--- config.mk ---
export PLATFORM = sky130hd
export DESIGN_NAME = temp_readout
export DESIGN_NICKNAME = d
export VERILOG_FILES = /design/src/hw/temp_readout_pkg.sv /design/src/hw/offset_add_if.sv /design/src/hw/offset_adder.sv /design/src/hw/temp_readout.sv
export VERILOG_INCLUDE_DIRS = /design/src /design/src/hw
export SDC_FILE = /design/constraint.sdc
export NUM_CORES = 1
export LEC_CHECK = 0
export ABC_AREA = 1
export BUFFER_PORTS_ARGS = -buffer_cell sky130_fd_sc_hd__buf_4
export CORE_MARGIN = 1.5
export CORE_UTILIZATION = 58
export CTS_BUF_LIST = sky130_fd_sc_hd__clkbuf_8 sky130_fd_sc_hd__clkbuf_16
export CTS_CLUSTER_SIZE = 40
export DETAILED_ROUTE_END_ITERATION = 16
export GPL_ROUTABILITY_DRIVEN = 1
export PLACE_DENSITY = 0.9
export SLEW_MARGIN = 20
export SYNTH_ARGS = -nofsm -noshare
export SYNTH_HDL_FRONTEND = slang
export SYNTH_SLANG_ARGS = --single-unit
--- constraint.sdc ---
create_clock -name sys_clk -period 3 [get_ports sys_clk]
set_clock_uncertainty 0.15 [all_clocks]
set_input_delay 0.15 -clock sys_clk [delete_from_list [all_inputs] [get_ports sys_clk]]
set_output_delay 0.15 -clock sys_clk [all_outputs]
set_load 0.05 [all_outputs]
--- src/hw/temp_readout_defines.svh ---
// offsets, field positions, reset values and limits for the temperature readout
`ifndef TEMP_READOUT_DEFINES_SVH
`define TEMP_READOUT_DEFINES_SVH
`define CMD_LOCAL_RESULT 8'h00
`define CMD_REMOTE_RESULT 8'h01
`define CMD_TEMP_OFFSET 8'he0
`define CMD_OFFSET_HIGH 8'he1
`define LEN_SINGLE 8'h02
`define LEN_ALL_TEMPS 8'h04
`define DIODE_FAULT_CODE 16'h8000
`define OFFSET_RESET 16'h0000
`define RESULT_RESET 16'h0000
`define OFFSET_FRAC_LSBS 4
`define OFFSET_MAX 16'h2000
`define OFFSET_MIN 16'he000
`define TEMP_MAX 16'h7fff
`define TEMP_MIN 16'h8001
`endif

--- src/hw/temp_readout_pkg.sv ---
// types shared by the temperature readout modules
package temp_readout_pkg;
	typedef logic [15:0] temp_word_t;
	typedef logic [7:0] cmd_code_t;
	typedef enum logic [2:0]
	{
		RD_IDLE = 3'b001,
		RD_LOW = 3'b010,
		RD_HIGH = 3'b100
	} rd_state_t;
endpackage

--- src/hw/offset_add_if.sv ---
// carrier between the readout top and the offset adder
`timescale 1ns/1ps
interface offset_add_if;
	logic [15:0] raw;
	logic [15:0] offset;
	logic [15:0] sum;
	modport top (output raw, output offset, input sum);
	modport adder (input raw, input offset, output sum);
endinterface

--- src/hw/offset_adder.sv ---
// saturating signed add of the stored offset to a raw measurement
`timescale 1ns/1ps
`include "temp_readout_defines.svh"
module offset_adder
	import temp_readout_pkg::*;
(
	offset_add_if.adder port_a
);
	wire signed [16:0] wide_sum;
	wire over_pos;
	wire over_neg;

	// 17-bit sum so an overflow can clamp instead of wrapping
	assign wide_sum = $signed({port_a.raw[15], port_a.raw}) + $signed({port_a.offset[15], port_a.offset});
	assign over_pos = (wide_sum[16:15] == 2'b01);
	assign over_neg = (wide_sum[16:15] == 2'b10);
	// 0x8000 is the fault code, so the negative clamp stops one short
	assign port_a.sum = over_pos ? `TEMP_MAX :
		(over_neg || wide_sum[15:0] == `DIODE_FAULT_CODE) ? `TEMP_MIN : wide_sum[15:0];
endmodule

--- src/hw/temp_readout.sv ---
// temperature result and offset register file behind the serial command port
// Contract
// - command 0x00 returns local, 0x01 remote; two bytes, low byte first.
// - combined read at 0x00 returns local low, local high, remote low, remote high.
// - results are signed 16-bit two's complement spanning plus and minus 512 degrees.
// - one result lsb weighs one sixty-fourth degree; plus one is 0x0040.
// - open or shorted remote diode reports 0x8000 instead of a value.
// - offset setting lives at command 0xe0, host writes it after calibration.
// - stored offset is added to each measurement before it becomes readable.
// - offset uses result format, limited to 128 degrees, quarter degree steps.
// - offset written and read back low byte first, then high byte.
// - only 0xe0 is writable; writes to result locations change nothing.
`timescale 1ns/1ps
`include "temp_readout_defines.svh"
module temp_readout
	import temp_readout_pkg::*;
(
	input wire logic sys_clk,
	input wire logic rst_n,
	input wire logic local_done,
	input wire logic [15:0] local_raw,
	input wire logic remote_done,
	input wire logic [15:0] remote_raw,
	input wire logic remote_diode_fault,
	input wire logic cmd_start,
	input wire logic [7:0] cmd_code,
	input wire logic [7:0] cmd_read_len,
	input wire logic wr_valid,
	input wire logic [7:0] wr_data,
	input wire logic rd_req,
	output logic rd_valid,
	output logic [7:0] rd_data,
	output logic cmd_write_ok
);
	temp_word_t local_reg;
	temp_word_t local_next;
	temp_word_t remote_reg;
	temp_word_t remote_next;
	temp_word_t offset_reg;
	temp_word_t offset_next;
	temp_word_t snap_reg;
	temp_word_t snap_next;
	cmd_code_t code_reg;
	logic [7:0] len_reg;
	logic [1:0] byte_idx_reg;
	logic [7:0] wr_low_reg;
	logic wr_half_reg;
	logic [7:0] rd_data_next;
	logic rd_valid_reg;
	logic [15:0] offset_clamped;
	offset_add_if local_add ();
	offset_add_if remote_add ();

	offset_adder local_adder (.port_a(local_add.adder));
	offset_adder remote_adder (.port_a(remote_add.adder));

	// quarter-degree granularity: lower four of six fraction bits dropped
	wire [15:0] offset_grain = {wr_data, wr_low_reg} & ~16'h000f;
	wire offset_too_high = !offset_grain[15] && (offset_grain > `OFFSET_MAX);
	wire offset_too_low = offset_grain[15] && (offset_grain < `OFFSET_MIN);
	wire code_is_offset = (code_reg == `CMD_TEMP_OFFSET);
	wire code_is_local = (code_reg == `CMD_LOCAL_RESULT);
	wire code_is_remote = (code_reg == `CMD_REMOTE_RESULT);
	wire all_temps = code_is_local && (len_reg == `LEN_ALL_TEMPS);
	wire offset_commit = wr_valid && code_is_offset && wr_half_reg;

	assign local_add.raw = local_raw;
	assign local_add.offset = offset_reg;
	assign remote_add.raw = remote_raw;
	assign remote_add.offset = offset_reg;

	assign offset_clamped = offset_too_high ? `OFFSET_MAX :
		offset_too_low ? `OFFSET_MIN : offset_grain;
	assign offset_next = offset_commit ? offset_clamped : offset_reg;
	// results are signed 1/64 degree words; adder keeps them in that format
	assign local_next = local_done ? local_add.sum : local_reg;
	assign remote_next = !remote_done ? remote_reg :
		remote_diode_fault ? `DIODE_FAULT_CODE : remote_add.sum;

	// snapshot taken at each channel's low byte so a mid-read conversion cannot tear it
	wire [15:0] chan_word = (code_is_remote || byte_idx_reg[1]) ? remote_reg :
		code_is_offset ? offset_reg : code_is_local ? local_reg : 16'h0000;
	assign snap_next = (rd_req && !byte_idx_reg[0]) ? chan_word : snap_reg;
	// low byte from the live word, high byte from the snapshot
	assign rd_data_next = !byte_idx_reg[0] ? chan_word[7:0] : snap_reg[15:8];
	assign rd_valid = rd_valid_reg;
	assign cmd_write_ok = code_is_offset;

	always_ff @(posedge sys_clk)
	begin
		if (!rst_n)
		begin
			local_reg <= `RESULT_RESET;
			remote_reg <= `RESULT_RESET;
			offset_reg <= `OFFSET_RESET;
		end
		else
		begin
			local_reg <= local_next;
			remote_reg <= remote_next;
			offset_reg <= offset_next;
		end
	end

	always_ff @(posedge sys_clk)
	begin
		if (!rst_n)
		begin
			code_reg <= 8'h00;
			len_reg <= `LEN_SINGLE;
			byte_idx_reg <= 2'h0;
			wr_half_reg <= 1'b0;
			wr_low_reg <= 8'h00;
		end
		else if (cmd_start)
		begin
			code_reg <= cmd_code;
			len_reg <= cmd_read_len;
			byte_idx_reg <= 2'h0;
			wr_half_reg <= 1'b0;
		end
		else
		begin
			if (rd_req)
				byte_idx_reg <= (all_temps || byte_idx_reg != 2'h1) ? byte_idx_reg + 2'h1 : 2'h0;
			if (wr_valid)
			begin
				wr_low_reg <= wr_data;
				wr_half_reg <= !wr_half_reg;
			end
		end
	end

	always_ff @(posedge sys_clk)
	begin
		if (!rst_n)
		begin
			snap_reg <= `RESULT_RESET;
			rd_data <= 8'h00;
			rd_valid_reg <= 1'b0;
		end
		else
		begin
			snap_reg <= snap_next;
			rd_data <= rd_req ? rd_data_next : rd_data;
			rd_valid_reg <= rd_req;
		end
	end
endmodule

==> reports/results.tsv, run 1 <==
stage	metric	value	unit
drt	drtIter0Drc	463	
run	drv_cap	0	
power	p_per_area	387	nW/um^2
sta	timing.slew.headroom	35.8	%
worst_setup_path	reg2reg_slack	120	ps
power	totalPowerFinal	2440	uW
worst_setup_path	worstPathRequired	3080	ps
floorplan	fp.dieW	97.9	um
sta	grt_setup_unrepaired	no	
sta	worst_slew_pin_slew	953	ps
synth	avgSynthCellArea	6.76	um^2
grt	grt_pass1_wl	24.8	mm
cts	cts_root_buffer	clkbuf_8	
cts	cts_tree	yes	
sta	finalCriticalPeriod	2880	ps
worst_setup_path	crit_family	simple AND/OR/NAND/NOR gates	
grt	antenna_found_initial	1	
worst_setup_path	worstPathMaxFanout	12	
drt	met1_length	6.37	mm
synth	synth-main-ff-cell	dfxtp_1	
final_layout	fin_cells	981	
worst_setup_path	cp_common_cell	nand2_1	
worst_setup_path	cp_num_buf_inv	0	
synth	synth_warnings	0	
grt	grt_pass1_vias	5283	
final_layout	fin_nets	957	
synth	synth-edff-count	0	
drt	drc	0	
power	max-vdd-ir-drop	0.000281	V
cts	clk_pin_slew	90	ps
floorplan	row_count	34	
synth	netlist_area	5220	um^2
synth	synthCells	772	
worst_setup_path	crit_chain	ha_1, fa_1, or2_2, nor4_1, nand2_1, nor2_1, nand2_1, nor2_1, nand2_1, nand3_1, a21oi_1	
final_layout	drive_above_1_share	16.7	%
sta	period_share	96.1	%
worst_setup_path	worst_setup_path_end_kind	register	
sta	maxSlewViolCount	0	
drt	wl_met3	1.14	mm
synth	synth_top_area_share	32.2	%
power	leakage	0.00308	uW
sta	fmax	0.347	GHz
sta	timing.setup.tns	0	ps
final_layout	final_cell_mix	nand2_1, dfxtp_1, a21oi_1	
floorplan	dieArea	9580	um^2
worst_setup_path	startpoint_type	register	
min_path	hold_class	input port to register	
cts	cts_num_sinks	84	
place	gp_congestion	0.911	
status	status	complete, no violations	
drt	route.top_layer_used	met4	
cts	clk_path_buf_depth	2	
synth	synthTopCellsByArea	dfxtp_1, nand2_1, a21oi_1	
synth	yosys.area.top_type	dfxtp_1	
drt	drtPass1Iterations	6	
final_layout	fill_cells	679	
worst_setup_path	critPathKind	register to register	
drt	dr_total_vias	5654	
drt	vias_per_cell	5.76	
cts	post_cts_resized	0	
final_layout	area_growth	20.9	%
grt	gr-total-overflow	0	
synth	synth.distinct_cells	43	
sta	setup_viol	0	
final_layout	final_common_cell	nand2_1	
synth	async_flop_share	0	%
place	dpl.hpwl	10.5	mm
final_layout	multi_input_comb_area	3060	um^2
grt	grt.total_usage	32.0	%
floorplan	initial_core_util	59.9	%
floorplan	io-pin-count	74	
floorplan	dieHeight	97.9	um
cts	numCtsBuffers	9	
drt	routed_wl	15.3	mm
synth	ys_seq_elements	84	
worst_setup_path	cp_slowest_cell	fa_1	
final_layout	register_area	1680	um^2
worst_setup_path	cp.arrival	2970	ps
cts	clkLatencyLatePin	370	ps
synth	synth_nets	862	
cts	htree_levels	3	
grt	grt_max_degree	52	
synth	synth-seq-area-share	32.2	%
floorplan	core_area	8720	um^2
place	dp.cells	930	
place	io_buffers	73	
drt	drt-wirelength-per-cell	15.6	um
drt	postRouteAntennaNets	0	
drt	dr_wl_met2	6.97	mm
worst_setup_path	cpPeakStageDelay	440	ps
sta	finalHoldViolCount	0	
==> metrics by stage <==
step | cell area (um^2) | hold WS, ps | setup WS (ps) | util [%]
floorplan | 5220 | 93.5 | 657 | -
global placement | 5780 | 212 | 411 | 66.3
detailed placement | 5780 | 219 | 285 | 66.3
CTS | 6310 | 27.7 | 266 | 72.3
global route | 6310 | 63.7 | 109 | 72.4
finish | 6310 | 21.1 | 116 | 72.4
==> per-layer routing <==
metal / global-route usage, % / vias up
met3: 5.08 / 70
met5: 0 / -
li1: - / 2738
met4: 17.4 / 0
met2: 52.1 / 269
met1: 40.7 / 2577
==> path summary, 6_finish.rpt <==
| kind | start | to | cells past startpoint |
|---|---|---|---|
| setup / recovery | local_add.offset[4]$_SDFFE_PN0P_ | local_reg[1]$_SDFFE_PN0P_ | 11 |
| hold / removal | remote_raw[3] | remote_reg[3]$_SDFFE_PN0P_ | 5 |
| setup reg to reg | local_add.offset[4]$_SDFFE_PN0P_ | local_reg[1]$_SDFFE_PN0P_ | 11 |
| hold reg to reg | code_reg[3]$_SDFFE_PN0P_ | code_reg[3]$_SDFFE_PN0P_ | 2 |
==> cells in the mapped netlist, types with 2 or more instances <==
cell type	count
nor4_1	5
o21bai_1	3
nand3_2	13
clkbuf_1	17
fa_1	2
o21ai_1	2
nand3_1	61
nor2_2	6
buf_2	3
nand4_1	4
inv_2	5
or2_2	4
inv_1	80
nand2_1	178
nor3_1	6
buf_4	2
ha_1	24
nand2_2	7
a21oi_2	12
o21ai_0	60
nand3b_1	3
a31oi_1	5
buf_6	3
nor2_1	71
o211ai_1	3
dfxtp_1	84
a21oi_1	83
o21a_1	3
xor2_1	9
==> power breakdown <==
group	switching [uW]	total (uW)	leakage, uW	internal, uW
combinational	260	447	0.00230	187
sequential	33.5	1210	0.000690	1170
clock	472	791	0.0000892	319
==> final cells by class <==
cell class | instances | share of cell area [%]
sequential | 84 | 26.7
clock inverter | 7 | 0.972
multi-input combinational | 575 | 48.6
clock buffer | 9 | 1.96
timing repair buffer | 111 | 14.6
antenna | 1 | 0.0397
tap | 108 | 2.14
inverter | 86 | 5.12
==> kinds of logic (layout without fill, tap and decap cells) <==
logic type | count (synthesis) | after routing | share of synthesized area (%)
other | 0 | 1 | 0
adders and majority gates | 26 | 26 | 6.52
buffers and inverters | 113 | 213 | 9.08
xor gates and xnor gates | 10 | 10 | 1.68
AOI/OAI and AO/OA | 176 | 176 | 19.0
and+or+nand+nor | 363 | 363 | 31.5
DFF | 84 | 84 | 32.2
==> what timing repair did <==
item | CTS | global route
hold buffers | 34 | 0
setup endpoints to repair | 0 | 0
buffers inserted | 0 | 0
endpoints found under the hold margin | 40 | 0
==> worst register-to-register path: cells and delay by family (launching register included) <==
| kind | cells | cell delay [ps] |
|---|---|---|
| compound gates | 1 | 110 |
| fa+ha+maj | 2 | 660 |
| flops | 1 | 410 |
| simple gates | 8 | 1420 |
Power figures use the tool's default switching activity.
==> run 2, diff against run 1 <==
==> constraint.sdc (replaced) <==
create_clock -name sys_clk -period 3 [get_ports sys_clk]
set_clock_uncertainty 0.15 [all_clocks]
set_input_delay 0.9 -clock sys_clk [delete_from_list [all_inputs] [get_ports sys_clk]]
set_output_delay 0.9 -clock sys_clk [all_outputs]
set_load 0.05 [all_outputs]
==> reports/results.tsv, run 2 (synthesis gave the netlist of run 1 again) <==
stage	metric	value	unit
drt	drtIter0Drc	392	
place	gp_congestion	0.957	
power	pwr-share-comb	17.4	%
drt	drt-wirelength-per-cell	14.8	um
final_layout	area_growth	18.1	%
sta	fmax	0.345	GHz
drt	drtPass1Iterations	5	
place	dpl-instance-area	5940	um^2
sta	setup_viol	0	
sta	maxSlewViolCount	0	
drt	postRouteAntennaNets	0	
grt	grt.total_usage	29.8	%
sta	finalCriticalPeriod	2900	ps
power	swShare	30.0	%
grt	grt_use_met3	3.65	%
grt	antenna_found_initial	0	
cts	clk_pin_slew	90	ps
power	max-vdd-ir-drop	0.000234	V
cts	clkLatencyLatePin	360	ps
sta	period_share	96.6	%
worst_setup_path	cp.arrival	3000	ps
worst_setup_path	worstPathMaxFanout	6	
grt	busiest_layer	met2	
power	leakage	0.00306	uW
status	status	complete, no violations	
floorplan	io-pin-count	74	
grt	grt_pass1_wl	23.4	mm
final_layout	fin_nets	946	
sta	worst_slew_pin_slew	848	ps
cts	htree_levels	3	
final_layout	fin_cells	969	
cts	cts_num_sinks	84	
power	p_clk_share	33.1	%
worst_setup_path	cp_slowest_cell	fa_1	
worst_setup_path	cpPeakStageDelay	480	ps
grt	grt_max_degree	51	
grt	grtUsageMet1	40.2	%
floorplan	dieArea	9580	um^2
drt	dr_total_vias	5510	
final_layout	multi_input_comb_area	3100	um^2
floorplan	fp.dieW	97.9	um
worst_setup_path	cp_common_cell	nand2_1	
min_path	hold_class	register to register	
sta	timing.slew.headroom	43.2	%
cts	cts-hold-fix-buffers	0	
cts	clk_path_buf_depth	2	
final_layout	final_core_util	70.7	%
cts	post_cts_resized	0	
worst_setup_path	worst_setup_path_end_kind	register	
run	drv_cap	0	
place	dp.cells	951	
final_layout	diodes	0	
worst_setup_path	crit_family	simple AND/OR/NAND/NOR gates	
place	place_worst_setup_slack	-314	ps
floorplan	dieHeight	97.9	um
final_layout	fill_cells	709	
cts	numCtsBuffers	9	
floorplan	core_area	8720	um^2
sta	grt_setup_unrepaired	yes	
grt	grt_pass1_vias	5065	
final_layout	register_area	1680	um^2
final_layout	final_area	6170	um^2
cts	cts_setup_buffers	0	
cts	cts_root_buffer	clkbuf_8	
drt	drc	0	
floorplan	initial_core_util	59.9	%
power	p_int	1700	uW
power	power_frac_seq	49.6	%
worst_setup_path	worstPathRequired	3100	ps
place	dpl.hpwl	10.6	mm
cts	cts_tree	yes	
floorplan	row_count	34	
grt	gr-total-overflow	0	
worst_setup_path	startpoint_type	input port	
place	io_buffers	73	
final_layout	final_common_cell	nand2_1	
sta	finalHoldViolCount	0	
sta	layout_setup_ws	102	ps
drt	routed_wl	14.3	mm
power	totalPowerFinal	2430	uW
worst_setup_path	cp_num_buf_inv	1	
drt	vias_per_cell	5.69	
worst_setup_path	crit_chain	buf_4, ha_1, fa_1, or2_2, nor4_2, nand2_1, nor2_1, nand2_1, nor2_1, nand2_1, nand3_1, a21oi_1	
final_layout	final_cell_mix	nand2_1, buf_4, dfxtp_1	
power	switchingPower	731	uW
final_layout	drive_above_1_share	19.9	%
power	p_per_area	395	nW/um^2
worst_setup_path	critPathKind	input port to register	
grt	met2_usage	49.0	%
==> run 2: changes by cell type in the layout (fill, tap and decap cells not counted), sizes merged <==
cell         previous run  this run
clkbuf                  9        11
nand3                  75        76
inv                    90        88
nand2                 186       187
buf                    77        98
diode                   1         0
clkinvlp                2         0
clkinv                  1         3
dlygate4sd3            34         0
==> run 2: final timing paths <==
path	start	endpoint	slack (ps)	cells past startpoint
worst max-delay path	local_raw[4]	local_reg[5]$_SDFFE_PN0P_	100	12
worst min register to register	code_reg[3]$_SDFFE_PN0P_	code_reg[3]$_SDFFE_PN0P_	320	2
worst min-delay path	code_reg[3]$_SDFFE_PN0P_	code_reg[3]$_SDFFE_PN0P_	320	2
worst max register to register	local_add.offset[4]$_SDFFE_PN0P_	local_reg[5]$_SDFFE_PN0P_	220	11
==> run 2: power groups by stage <==
| stage | sequential, uW | combinational (uW) | clock, uW |
|---|---|---|---|
| 2_1_floorplan | 1230 | 253 | 0 |
| 3_3_place_gp | 1230 | 396 | 0 |
| 3_5_place_dp | 1230 | 408 | 0 |
| 4_1_cts | 1200 | 414 | 803 |
| 5_1_grt | 1210 | 468 | 855 |
| 6_report | 1210 | 423 | 804 |
==> run 2: through the flow <==
step / setup TNS [ps] / hold slack, ps
finish: 0 / 319
CTS: 0 / 316
detailed placement: -6260 / 304
global placement: -4060 / 296
floorplan: 0 / 280
global route: -50.0 / 349
==> run 2: area by class of cell <==
cell class / count / share of cell area [%]
Tap cell: 108 / 2.19
Clock inverter: 5 / 0.690
Timing Repair Buffer: 98 / 11.9
Sequential cell: 84 / 27.3
Multi-Input combinational cell: 577 / 50.2
Inverter: 86 / 5.24
Clock buffer: 11 / 2.46
==> run 2: routing by layer <==
layer,wire length [um],up-vias
li1,-,2729
met1,6190,2517
met2,6710,240
met3,1030,24
met4,355,0
met5,0,-
==> run 2: worst min-delay path, stage by stage (launching register included) <==
cell	delay [ps]
dfxtp_1	310
inv_1	60
a21oi_1	60
